$ cat src/hw/uart_link_pkg.sv
// Shared constants for the serial port and its host controller.
package uart_link_pkg;
  // ==========================================================================
  // Clock, buffers and framing
  // ==========================================================================
  localparam int CLOCK_HZ = 125_000_000;
  localparam int BAUD_W = 20;
  localparam int DEPTH = 16;
  localparam int PTR_W = 4;
  localparam int CNT_W = 5;
  localparam int DATA_BITS = 8;
  localparam logic [1:0] PARITY_NONE = 2'h0;
  localparam logic [1:0] PARITY_EVEN = 2'h1;
  localparam logic [1:0] PARITY_ODD = 2'h2;
  localparam logic [3:0] FRAME_BASE_BITS = 4'ha;
  localparam logic [3:0] PARITY_INDEX = 4'h8;
  localparam logic [3:0] STOP_INDEX_NO_PARITY = 4'h8;
  // ==========================================================================
  // Host controller register map (byte addresses) and fields
  // ==========================================================================
  localparam logic [4:0] ADDR_CTRL = 5'h00;
  localparam logic [4:0] ADDR_STATUS = 5'h04;
  localparam logic [4:0] ADDR_TXDATA = 5'h08;
  localparam logic [4:0] ADDR_RXDATA = 5'h0c;
  localparam logic [4:0] ADDR_IRQ_STATUS = 5'h10;
  localparam logic [4:0] ADDR_IRQ_MASK = 5'h14;
  localparam int CTRL_BAUD_LSB = 0;
  localparam int CTRL_PARITY_LSB = 3;
  localparam int CTRL_STOP_BIT = 5;
  localparam int CTRL_CTS_EN_BIT = 6;
  localparam int CTRL_RTS_EN_BIT = 7;
  localparam int CTRL_RTS_HOLD_BIT = 8;
  localparam logic [8:0] CTRL_RESET = 9'h007;
  localparam int IRQ_W = 4;
  localparam int IRQ_RX_DONE = 0;
  localparam int IRQ_TX_DONE = 1;
  localparam int IRQ_OVERRUN = 2;
  localparam int IRQ_FRAME_ERR = 3;
  localparam logic [IRQ_W-1:0] IRQ_MASK_RESET = 4'h0;
  localparam logic [31:0] UNMAPPED_READ = 32'h00000000;

  // Clock cycles per bit for each baud rate setting.
  function automatic logic [BAUD_W-1:0] baud_div(input int hz, input logic [2:0] sel);
    int rate;
    case (sel)
      3'h0: rate = 1200;
      3'h1: rate = 2400;
      3'h2: rate = 4800;
      3'h3: rate = 9600;
      3'h4: rate = 19200;
      3'h5: rate = 38400;
      3'h6: rate = 57600;
      default: rate = 115200;
    endcase
    return BAUD_W'(hz / rate);
  endfunction

  // Parity bit for a data byte under a parity mode.
  function automatic logic parity_of(input logic [7:0] data, input logic [1:0] mode);
    return (mode == PARITY_ODD) ? ~(^data) : ^data;
  endfunction
endpackage

$ cat src/hw/uart_link_if.sv
// Serial link between the radio module port and the host controller.
`timescale 1ns/1ps
interface uart_link_if;
  logic host_to_dev;
  logic dev_to_host;
  logic cts_n;
  logic rts_n;
  modport device (input host_to_dev, input rts_n, output dev_to_host, output cts_n);
  modport host (output host_to_dev, output rts_n, input dev_to_host, input cts_n);
endinterface

$ cat src/hw/serial_port_device.sv
// Radio module host serial port with receive and transmit buffers and flow control.
// What this block does
// - Buffer each received byte with good parity and stop bit, while room remains, until processing consumes it.
// - Drop incoming bytes when receive buffer is full.
// - Deassert CTS when occupancy exceeds threshold.
// - Reassert CTS only when occupancy below threshold.
// - Host stops sending while CTS deasserted.
// - Hold transmit data while RTS is deasserted.
// - Up to five characters may follow RTS.
// - Host avoids holding RTS deasserted long.
// - Radio payloads leave the serial output in order.
// - Discard whole packet lacking transmit buffer room.
// - Host idles its transmit line high.
// - Frame: start low, 8 bits LSB first, stop.
// - Host matches baud, parity and stop settings.
// - Baud, parity, stop bits from three settings.
// - Sleep parks serial output low, CTS kept.
//
// Decided for this implementation: the register addresses and the Avalon-MM interface to the registers.
`timescale 1ns/1ps
module serial_port_device
  import uart_link_pkg::*;
#(
  parameter int CLOCK_FREQ_HZ = CLOCK_HZ
) (
  // Clock and reset.
  input wire logic clock,
  input wire logic reset,
  // Serial link.
  uart_link_if.device link,
  // Configuration settings.
  input wire logic [2:0] baud_rate_setting,
  input wire logic [1:0] parity_setting,
  input wire logic stop_bits_setting,
  input wire logic cts_pin_config,
  input wire logic rts_pin_config,
  input wire logic [CNT_W-1:0] flow_threshold_bytes,
  input wire logic [1:0] sleep_mode_select,
  input wire logic sleep_request,
  // Internal processing side of the receive buffer.
  output logic [7:0] proc_data,
  output logic proc_valid,
  input wire logic proc_ready,
  // Radio payload side of the transmit buffer.
  input wire logic radio_start,
  input wire logic [CNT_W-1:0] radio_len,
  input wire logic [7:0] radio_data,
  input wire logic radio_valid,
  output logic radio_drop,
  // Status.
  output logic [CNT_W-1:0] rx_level,
  output logic [CNT_W-1:0] tx_level
);
  typedef enum logic [1:0] {RX_IDLE, RX_START, RX_BITS} rx_state_t;

  // ==========================================================================
  // Settings and input synchronisers
  // ==========================================================================
  logic [BAUD_W-1:0] bit_div;
  logic parity_on;
  logic sleeping;
  logic din_meta_reg, din_sync_reg, rts_meta_reg, rts_sync_reg;

  assign bit_div = baud_div(CLOCK_FREQ_HZ, baud_rate_setting);
  assign parity_on = (parity_setting == PARITY_EVEN) || (parity_setting == PARITY_ODD);
  assign sleeping = sleep_request && (sleep_mode_select != 2'h0);

  always_ff @(posedge clock or posedge reset) begin
    if (reset) begin
      din_meta_reg <= 1'b1;
      din_sync_reg <= 1'b1;
      rts_meta_reg <= 1'b1;
      rts_sync_reg <= 1'b1;
    end else begin
      din_meta_reg <= link.host_to_dev;
      din_sync_reg <= din_meta_reg;
      rts_meta_reg <= link.rts_n;
      rts_sync_reg <= rts_meta_reg;
    end
  end

  // ==========================================================================
  // Serial receiver
  // ==========================================================================
  rx_state_t rx_state_reg;
  logic [BAUD_W-1:0] rx_cnt_reg;
  logic [3:0] rx_idx_reg;
  logic [7:0] rx_byte_reg;
  logic rx_bad_reg, rx_done_reg;

  always_ff @(posedge clock or posedge reset) begin
    if (reset) begin
      rx_state_reg <= RX_IDLE;
      rx_cnt_reg <= '0;
      rx_idx_reg <= 4'h0;
      rx_byte_reg <= 8'h00;
      rx_bad_reg <= 1'b0;
      rx_done_reg <= 1'b0;
    end else begin
      rx_done_reg <= 1'b0;
      case (rx_state_reg)
        RX_IDLE: begin
          if (!din_sync_reg) begin
            rx_state_reg <= RX_START;
            rx_cnt_reg <= bit_div >> 1;
          end
        end
        RX_START: begin
          if (rx_cnt_reg != '0) begin
            rx_cnt_reg <= rx_cnt_reg - 1'b1;
          end else if (!din_sync_reg) begin
            rx_state_reg <= RX_BITS;
            rx_cnt_reg <= bit_div - 1'b1;
            rx_idx_reg <= 4'h0;
            rx_bad_reg <= 1'b0;
          end else begin
            rx_state_reg <= RX_IDLE;
          end
        end
        default: begin
          if (rx_cnt_reg != '0) begin
            rx_cnt_reg <= rx_cnt_reg - 1'b1;
          end else begin
            rx_cnt_reg <= bit_div - 1'b1;
            rx_idx_reg <= rx_idx_reg + 1'b1;
            if (rx_idx_reg < PARITY_INDEX) begin
              rx_byte_reg <= {din_sync_reg, rx_byte_reg[7:1]};
            end else if (rx_idx_reg == PARITY_INDEX && parity_on) begin
              rx_bad_reg <= din_sync_reg != parity_of(rx_byte_reg, parity_setting);
            end else begin
              rx_done_reg <= din_sync_reg && !rx_bad_reg;
              rx_state_reg <= RX_IDLE;
            end
          end
        end
      endcase
    end
  end

  // ==========================================================================
  // Receive buffer and clear-to-send
  // ==========================================================================
  logic [7:0] rx_mem [DEPTH];
  logic [PTR_W-1:0] rx_wr_reg, rx_rd_reg;
  logic [CNT_W-1:0] rx_count_reg;
  logic rx_push, rx_pop, cts_n_reg;

  assign rx_push = rx_done_reg && (rx_count_reg < CNT_W'(DEPTH));
  assign rx_pop = proc_valid && proc_ready;
  assign proc_valid = rx_count_reg != '0;
  assign proc_data = rx_mem[rx_rd_reg];
  assign rx_level = rx_count_reg;

  always_ff @(posedge clock) begin
    if (rx_push) begin
      rx_mem[rx_wr_reg] <= rx_byte_reg;
    end
  end

  always_ff @(posedge clock or posedge reset) begin
    if (reset) begin
      rx_wr_reg <= '0;
      rx_rd_reg <= '0;
      rx_count_reg <= '0;
    end else begin
      if (rx_push) begin
        rx_wr_reg <= rx_wr_reg + 1'b1;
      end
      if (rx_pop) begin
        rx_rd_reg <= rx_rd_reg + 1'b1;
      end
      rx_count_reg <= rx_count_reg + CNT_W'(rx_push) - CNT_W'(rx_pop);
    end
  end

  always_ff @(posedge clock or posedge reset) begin
    if (reset) begin
      cts_n_reg <= 1'b0;
    end else if (!cts_pin_config) begin
      cts_n_reg <= 1'b0;
    end else if (rx_count_reg > flow_threshold_bytes) begin
      cts_n_reg <= 1'b1;
    end else if (rx_count_reg < flow_threshold_bytes) begin
      cts_n_reg <= 1'b0;
    end
  end

  assign link.cts_n = cts_n_reg;

  // ==========================================================================
  // Transmit buffer with whole-packet admission
  // ==========================================================================
  logic [7:0] tx_mem [DEPTH];
  logic [PTR_W-1:0] tx_wr_reg, tx_rd_reg;
  logic [CNT_W-1:0] tx_count_reg;
  logic pkt_open_reg, radio_drop_reg, tx_push, tx_pop, tx_fits;

  assign tx_fits = radio_len <= (CNT_W'(DEPTH) - tx_count_reg);
  assign tx_push = radio_valid && pkt_open_reg && (tx_count_reg < CNT_W'(DEPTH));
  assign radio_drop = radio_drop_reg;
  assign tx_level = tx_count_reg;

  always_ff @(posedge clock or posedge reset) begin
    if (reset) begin
      pkt_open_reg <= 1'b0;
      radio_drop_reg <= 1'b0;
    end else begin
      radio_drop_reg <= radio_start && !tx_fits;
      if (radio_start) begin
        pkt_open_reg <= tx_fits;
      end
    end
  end

  always_ff @(posedge clock) begin
    if (tx_push) begin
      tx_mem[tx_wr_reg] <= radio_data;
    end
  end

  always_ff @(posedge clock or posedge reset) begin
    if (reset) begin
      tx_wr_reg <= '0;
      tx_rd_reg <= '0;
      tx_count_reg <= '0;
    end else begin
      if (tx_push) begin
        tx_wr_reg <= tx_wr_reg + 1'b1;
      end
      if (tx_pop) begin
        tx_rd_reg <= tx_rd_reg + 1'b1;
      end
      tx_count_reg <= tx_count_reg + CNT_W'(tx_push) - CNT_W'(tx_pop);
    end
  end

  // ==========================================================================
  // Serial transmitter
  // ==========================================================================
  logic [11:0] tx_frame_reg;
  logic [3:0] tx_bits_reg;
  logic [BAUD_W-1:0] tx_cnt_reg;
  logic tx_busy_reg, tx_hold;
  logic [7:0] tx_head;

  assign tx_head = tx_mem[tx_rd_reg];
  assign tx_hold = (rts_pin_config && rts_sync_reg) || sleeping;
  assign tx_pop = !tx_busy_reg && (tx_count_reg != '0) && !tx_hold;

  always_ff @(posedge clock or posedge reset) begin
    if (reset) begin
      tx_frame_reg <= 12'hfff;
      tx_bits_reg <= 4'h0;
      tx_cnt_reg <= '0;
      tx_busy_reg <= 1'b0;
    end else if (!tx_busy_reg) begin
      if (tx_pop) begin
        tx_frame_reg <= parity_on ?
            {2'b11, parity_of(tx_head, parity_setting), tx_head, 1'b0} :
            {3'b111, tx_head, 1'b0};
        tx_bits_reg <= FRAME_BASE_BITS + {3'h0, parity_on} + {3'h0, stop_bits_setting};
        tx_cnt_reg <= bit_div - 1'b1;
        tx_busy_reg <= 1'b1;
      end
    end else if (tx_cnt_reg != '0) begin
      tx_cnt_reg <= tx_cnt_reg - 1'b1;
    end else begin
      tx_cnt_reg <= bit_div - 1'b1;
      tx_frame_reg <= {1'b1, tx_frame_reg[11:1]};
      tx_bits_reg <= tx_bits_reg - 1'b1;
      if (tx_bits_reg == 4'h1) begin
        tx_busy_reg <= 1'b0;
      end
    end
  end

  assign link.dev_to_host = sleeping ? 1'b0 : tx_frame_reg[0];
endmodule // serial_port_device

$ cat src/flat_wrapper.sv
// flat-port wrapper written by rule: the top's interface ports become plain ports
module serial_port_device_flat import uart_link_pkg::*;
#(
  parameter int CLOCK_FREQ_HZ = CLOCK_HZ
)
  (clock, reset, baud_rate_setting, parity_setting, stop_bits_setting, cts_pin_config, rts_pin_config, flow_threshold_bytes, sleep_mode_select, sleep_request, proc_data, proc_valid, proc_ready, radio_start, radio_len, radio_data, radio_valid, radio_drop, rx_level, tx_level, link_host_to_dev, link_rts_n, link_dev_to_host, link_cts_n);
  uart_link_if link_i ();
  input wire logic clock;
  input wire logic reset;
  input wire logic [2:0] baud_rate_setting;
  input wire logic [1:0] parity_setting;
  input wire logic stop_bits_setting;
  input wire logic cts_pin_config;
  input wire logic rts_pin_config;
  input wire logic [CNT_W-1:0] flow_threshold_bytes;
  input wire logic [1:0] sleep_mode_select;
  input wire logic sleep_request;
  output logic [7:0] proc_data;
  output logic proc_valid;
  input wire logic proc_ready;
  input wire logic radio_start;
  input wire logic [CNT_W-1:0] radio_len;
  input wire logic [7:0] radio_data;
  input wire logic radio_valid;
  output logic radio_drop;
  output logic [CNT_W-1:0] rx_level;
  output logic [CNT_W-1:0] tx_level;
  input wire logic [$bits(link_i.host_to_dev)-1:0] link_host_to_dev;
  input wire logic [$bits(link_i.rts_n)-1:0] link_rts_n;
  output wire logic [$bits(link_i.dev_to_host)-1:0] link_dev_to_host;
  output wire logic [$bits(link_i.cts_n)-1:0] link_cts_n;
  assign link_i.host_to_dev = link_host_to_dev;
  assign link_i.rts_n = link_rts_n;
  assign link_dev_to_host = link_i.dev_to_host;
  assign link_cts_n = link_i.cts_n;
  serial_port_device #(.CLOCK_FREQ_HZ(CLOCK_FREQ_HZ)) u_core (.clock(clock), .reset(reset), .link(link_i), .baud_rate_setting(baud_rate_setting), .parity_setting(parity_setting), .stop_bits_setting(stop_bits_setting), .cts_pin_config(cts_pin_config), .rts_pin_config(rts_pin_config), .flow_threshold_bytes(flow_threshold_bytes), .sleep_mode_select(sleep_mode_select), .sleep_request(sleep_request), .proc_data(proc_data), .proc_valid(proc_valid), .proc_ready(proc_ready), .radio_start(radio_start), .radio_len(radio_len), .radio_data(radio_data), .radio_valid(radio_valid), .radio_drop(radio_drop), .rx_level(rx_level), .tx_level(tx_level));
endmodule
$ cat config.mk
export PLATFORM = sky130hd
export DESIGN_NAME = serial_port_device_flat
export DESIGN_NICKNAME = d
export VERILOG_FILES = /design/src/hw/uart_link_pkg.sv /design/src/hw/uart_link_if.sv /design/src/hw/serial_port_device.sv /design/src/flat_wrapper.sv
export SDC_FILE = /design/constraint.sdc
export NUM_CORES = 1
export LEC_CHECK = 0
export BUFFER_PORTS_ARGS = -buffer_cell sky130_fd_sc_hd__buf_2
export CAP_MARGIN = 15
export CORE_ASPECT_RATIO = 1.4
export CORE_MARGIN = 2
export CORE_UTILIZATION = 60
export CTS_BUF_LIST = sky130_fd_sc_hd__clkbuf_8
export DETAILED_ROUTE_END_ITERATION = 8
export PLACE_DENSITY_LB_ADDON = 0.3
export SYNTH_ARGS = -nofsm -noshare
export SYNTH_HDL_FRONTEND = slang
export SYNTH_SLANG_ARGS = --single-unit
export TNS_END_PERCENT = 50
$ cat constraint.sdc
create_clock -name clock -period 3.75 [get_ports clock]
set_clock_uncertainty 0.15 [all_clocks]
set_input_delay 0.75 -clock clock [delete_from_list [all_inputs] [get_ports clock]]
set_output_delay 0.75 -clock clock [all_outputs]
set_load 0.01 [all_outputs]
==> results.cfg, run 1 <==
[status]
status = aborted with a tool error
failed_stage = 5_1_grt
toolErrorMsg = [ERROR GRT-0232] Routing congestion too high. Check the congestion heatmap in the GUI.

[synthesis]
ys_warn_count = 0
avgSynthCellArea_um2 = 9.19
synth_cells = 3613
ys_ff_latch = 360
netlist_area_um2 = 33200
synth_cell_types = 137
synth_edf_count = 256
synth_ff_type = edfxtp_1
ys_seq_area_share_pct = 31.1
async_flop_share_pct = 28.9

[grt]
grt_use_total_pct = 68.1
grt_max_degree = 62
overflow = 39

[clocking]
numCtsBuffers = 54
cts.sinks = 360
htree_levels = 2
cts_buffer_depth = 3
clock-root-buffer = clkbuf_8
cts_hold_buf = 0

[placed_design]
hpwl_um = 98600
gp_congestion = 1.03
port_buffers = 57
pre_cts_slack_ps = -38320

[floorplan]
die_h_um = 282
num_io_pins = 58
std_cell_rows = 102
start_util_pct = 60.3
die_width_um = 203

[sta]
worst-ep-kind = sequential cell input
grt-worst-endpoint = u_core.tx_cnt_reg[6]$_DFFE_PP0P_/D
==> stage by stage <==
stage	cell area (µm²)	utilization, %	instances
2_1_floorplan	34200	-	3615
3_3_place_gp	42900	78.0	5356
3_5_place_dp	42900	78.0	5356
4_1_cts	46200	84.0	5641
==> cell families after synthesis <==
| group | after synthesis | share of synthesized area (%) |
|---|---|---|
| flip-flops | 360 | 31.1 |
| AND/OR/NAND/NOR | 1213 | 18.8 |
| adder cells (fa/ha/maj) | 265 | 10.0 |
| XOR/XNOR | 264 | 7.03 |
| AO/OA/AOI/OAI | 1060 | 21.2 |
| other | 2 | 0.0226 |
| multiplexers | 184 | 8.83 |
| buffers and inverters | 265 | 3.11 |
==> what timing repair did <==
action,4_1_cts
resized for setup,195
pin swaps,177
setup buffers,184
gates cloned,0
endpoints found under the setup margin,37
==> metal layers <==
metal	overflow	global-route usage, %
met5	0	25.6
met4	14	65.7
met3	3	48.0
met2	19	89.3
met1	3	67.8
==> synthesized netlist by cell type, types with 9 or more instances <==
master | count | share of area (%)
a2111oi_0 | 9 | 0.24
a211o_1 | 15 | 0.40
a211oi_1 | 41 | 0.93
a21boi_0 | 10 | 0.23
a21o_1 | 93 | 2.1
a21oi_1 | 291 | 4.4
a31o_2 | 11 | 0.29
a31oi_1 | 39 | 0.74
and2_1 | 50 | 0.94
and3_1 | 32 | 0.60
buf_1 | 22 | 0.25
buf_2 | 12 | 0.18
clkbuf_1 | 112 | 1.3
dfrtp_1 | 90 | 6.8
dfstp_2 | 14 | 1.1
edfxtp_1 | 256 | 23
ha_1 | 263 | 9.9
inv_1 | 108 | 1.2
mux2_2 | 51 | 1.7
mux2i_1 | 43 | 1.3
mux4_2 | 80 | 5.4
nand2_1 | 303 | 3.4
nand2b_1 | 65 | 1.2
nand3_1 | 92 | 1.4
nand4_1 | 47 | 0.89
nor2_1 | 296 | 3.3
nor2b_1 | 51 | 0.96
nor3_1 | 91 | 1.4
nor3b_1 | 17 | 0.38
nor4_1 | 35 | 0.66
o2111ai_1 | 9 | 0.24
o211a_1 | 13 | 0.39
o211ai_1 | 26 | 0.59
o21a_1 | 60 | 1.4
o21ai_0 | 233 | 3.5
o21ai_1 | 22 | 0.33
o21bai_1 | 15 | 0.34
o22ai_1 | 10 | 0.19
o31a_1 | 12 | 0.32
o31ai_1 | 27 | 0.61
or2_2 | 20 | 0.38
or3_1 | 26 | 0.49
or4_1 | 13 | 0.29
xnor2_1 | 167 | 4.4
xor2_1 | 94 | 2.5
==> run 2: changes to the inputs <==
CORE_ASPECT_RATIO = default   (was 1.4)
CORE_UTILIZATION = 40   (was 60)
CTS_BUF_LIST = default   (was sky130_fd_sc_hd__clkbuf_8)
PLACE_DENSITY_LB_ADDON = 0.15   (was 0.3)
clock period = 4.9 ns   (was 3.75 ns; I/O delays follow)
==> results.cfg, run 2 <==
[status]
status = finished, violations left
violations = setup timing

[routing]
vias_per_cell = 5.64
first_pass_iters = 5
avgRoutedWirePerCell_um = 20.5
vias = 34124
post-route-drc-count = 0
ant_nets = 0
wirelength_um = 124000
first_iter_violations = 2431

[critical_path]
critPathMostFrequentCell = buf_4
required_ps = 5210
path_class = in2reg
rrSetupSlack_ps = 690
critPathLaunchType = primary input
cp.arrival_ps = 41210
cp_max_fo = 6
crit_slowest_cell = or4b_4
endpoint_kind = register
slowest_delay_ps = 570

[floorplan]
num_io_pins = 58
std_cell_rows = 105
core-area_um2 = 82100
die_h_um = 292
start_util_pct = 40.4
die_width_um = 292
die_area_um2 = 85300

[synthesis]
synth_cells = 3613
yosysMostFrequentCell = nand2_1
avgSynthCellArea_um2 = 9.19
netlist_area_um2 = 33200
ys_seq_area_share_pct = 31.1
ys_warn_count = 0
yosysTopAreaCell = edfxtp_1
synth_edf_count = 256
yosys-top-cells-area = edfxtp_1 23%, ha_1 9.9%, dfrtp_1 6.8%, mux4_2 5.4%, xnor2_1 4.4%
async_flop_share_pct = 28.9
synth_top_area_share_pct = 23.2
yosys-top-cells-count = 303 x nand2_1, 296 x nor2_1, 291 x a21oi_1, 263 x ha_1, 256 x edfxtp_1
synth_cell_types = 137
ys_ff_latch = 360
synth_ff_type = edfxtp_1

[layout]
reg.largest.list = u_core.rx_mem (128), u_core.tx_mem (128)
area_delta_synth_final_pct = 45.3
drive_gt1_share_pct = 42.1
nFillCells = 7029
ff_latch_area_um2 = 10300
final_cell_count_no_fill = 6052
final_cell_mix = 1,366 x buf_4, 277 x nand2_1, 272 x nor2_1
final_common_cell = buf_4
multiInputGateArea_um2 = 24100
final_nets = 5259

[clocking]
cts.sinks = 360
cts_tree = done
clock_latency_ps = 570
cts.reportedPaths.clkPinSlew_ps = 80
cts_buffer_depth = 3
htree_levels = 1
clock-root-buffer = clkbuf_16
numCtsBuffers = 29
cts_hold_buf = 0

[grt]
grt_max_degree = 69
overflow = 0
grt_pass1_wl_um = 192000
grt_pass1_vias = 33427
antenna_found_initial = 0
grt_use_total_pct = 28.4

[worst_hold_path]
min_path_type = reg2reg

[placed_design]
pre_cts_slack_ps = -37520
dp_cells = 5735
port_buffers = 57
gp_congestion = 0.949
hpwl_um = 91500

[sta]
tightest_slew_ps = 1180
slew_headroom_pct = 20.9
period_minus_slack_ps = 40900
fmax_mhz = 24.5
setup_slack_ps = -36000
hold_viol_final = 0
fin_crit_sh_pct = 835
setup-violations-final = 36
slew_violations = 0
rsz0062_at_grt = yes

[run]
maxCapViolations = 0
[run 2: cell counts after synthesis]
No cell type changed its count.
[run 2: worst max-delay path: cells and delay by family]
kind	cells	cell delay (ps)
xor+xnor	4	780
mux	10	2510
fa+ha+maj	17	4660
compound gates	81	13300
buf+inv	96	12260
simple gates	50	6660
[run 2: cells by family after synthesis]
logic type / count (synthesis) / share of synthesized area, %
buf+inv: 265 / 3.11
compound gates: 1060 / 21.2
fa+ha+maj: 265 / 10.0
xor+xnor: 264 / 7.03
mux: 184 / 8.83
other cells: 2 / 0.0226
simple gates: 1213 / 18.8
flops: 360 / 31.1
[run 2: layout make-up]
| cell class | instances | share of cell area [%] |
|---|---|---|
| clock inverters | 19 | 0.410 |
| repair buffers | 1463 | 23.0 |
| well taps | 1070 | 2.78 |
| flip-flops and latches | 360 | 21.4 |
| inverters | 114 | 0.911 |
| diodes | 1 | 0.00519 |
| clock buffers | 35 | 1.55 |
| multi-input cells | 2990 | 50.0 |
[run 2: timing repair]
| item | 4_1_cts | 5_1_grt |
|---|---|---|
| pin swaps | 171 | 115 |
| gates cloned | 1 | 0 |
| setup endpoints to repair | 36 | 36 |
| buffers inserted | 229 | 39 |
| resized for setup | 198 | 159 |
| endpoints found under the hold margin | 0 | 0 |
[run 2: layer usage]
metal	wire [µm]	part of all wire [%]	global-route usage, %	vias to the layer above
met4	4820	3.9	8.66	0
li1	-	-	-	16318
met1	56900	46	40.0	16485
met2	55700	45	45.9	1038
met5	0	0	0	-
met3	6820	5.5	2.85	283
[run 2: per-stage QoR]
| stage | setup TNS [ps] | utilization [%] | hold WS (ps) | cell area [µm²] |
|---|---|---|---|---|
| 2_1_floorplan | -808090 | - | 195 | 34200 |
| 3_3_place_gp | -798720 | 53.1 | 198 | 43600 |
| 3_5_place_dp | -810460 | 53.1 | 202 | 43600 |
| 4_1_cts | -743910 | 57.5 | 212 | 47200 |
| 5_1_grt | -813540 | 58.7 | 213 | 48200 |
| 6_report | -769570 | 58.7 | 212 | 48200 |
[run 2: worst paths after layout]
kind                            depth (start not counted)                      to            startpoint
worst max-delay path                                  258    u_core.tx_cnt_reg[6]  baud_rate_setting[0]
worst min-delay path                                    0     u_core.rts_sync_reg   u_core.rts_meta_reg
worst max register to register                          8    u_core.tx_cnt_reg[8]  u_core.tx_cnt_reg[4]
worst min register to register                          0     u_core.rts_sync_reg   u_core.rts_meta_reg
max in group asynchronous                               3  u_core.tx_frame_reg[5]                 reset
min in group asynchronous                               2   u_core.tx_bits_reg[1]                 reset
Power of run 2 is not shown: default switching activity piles up to over one toggle a cycle in this logic, so the estimate is an artifact.
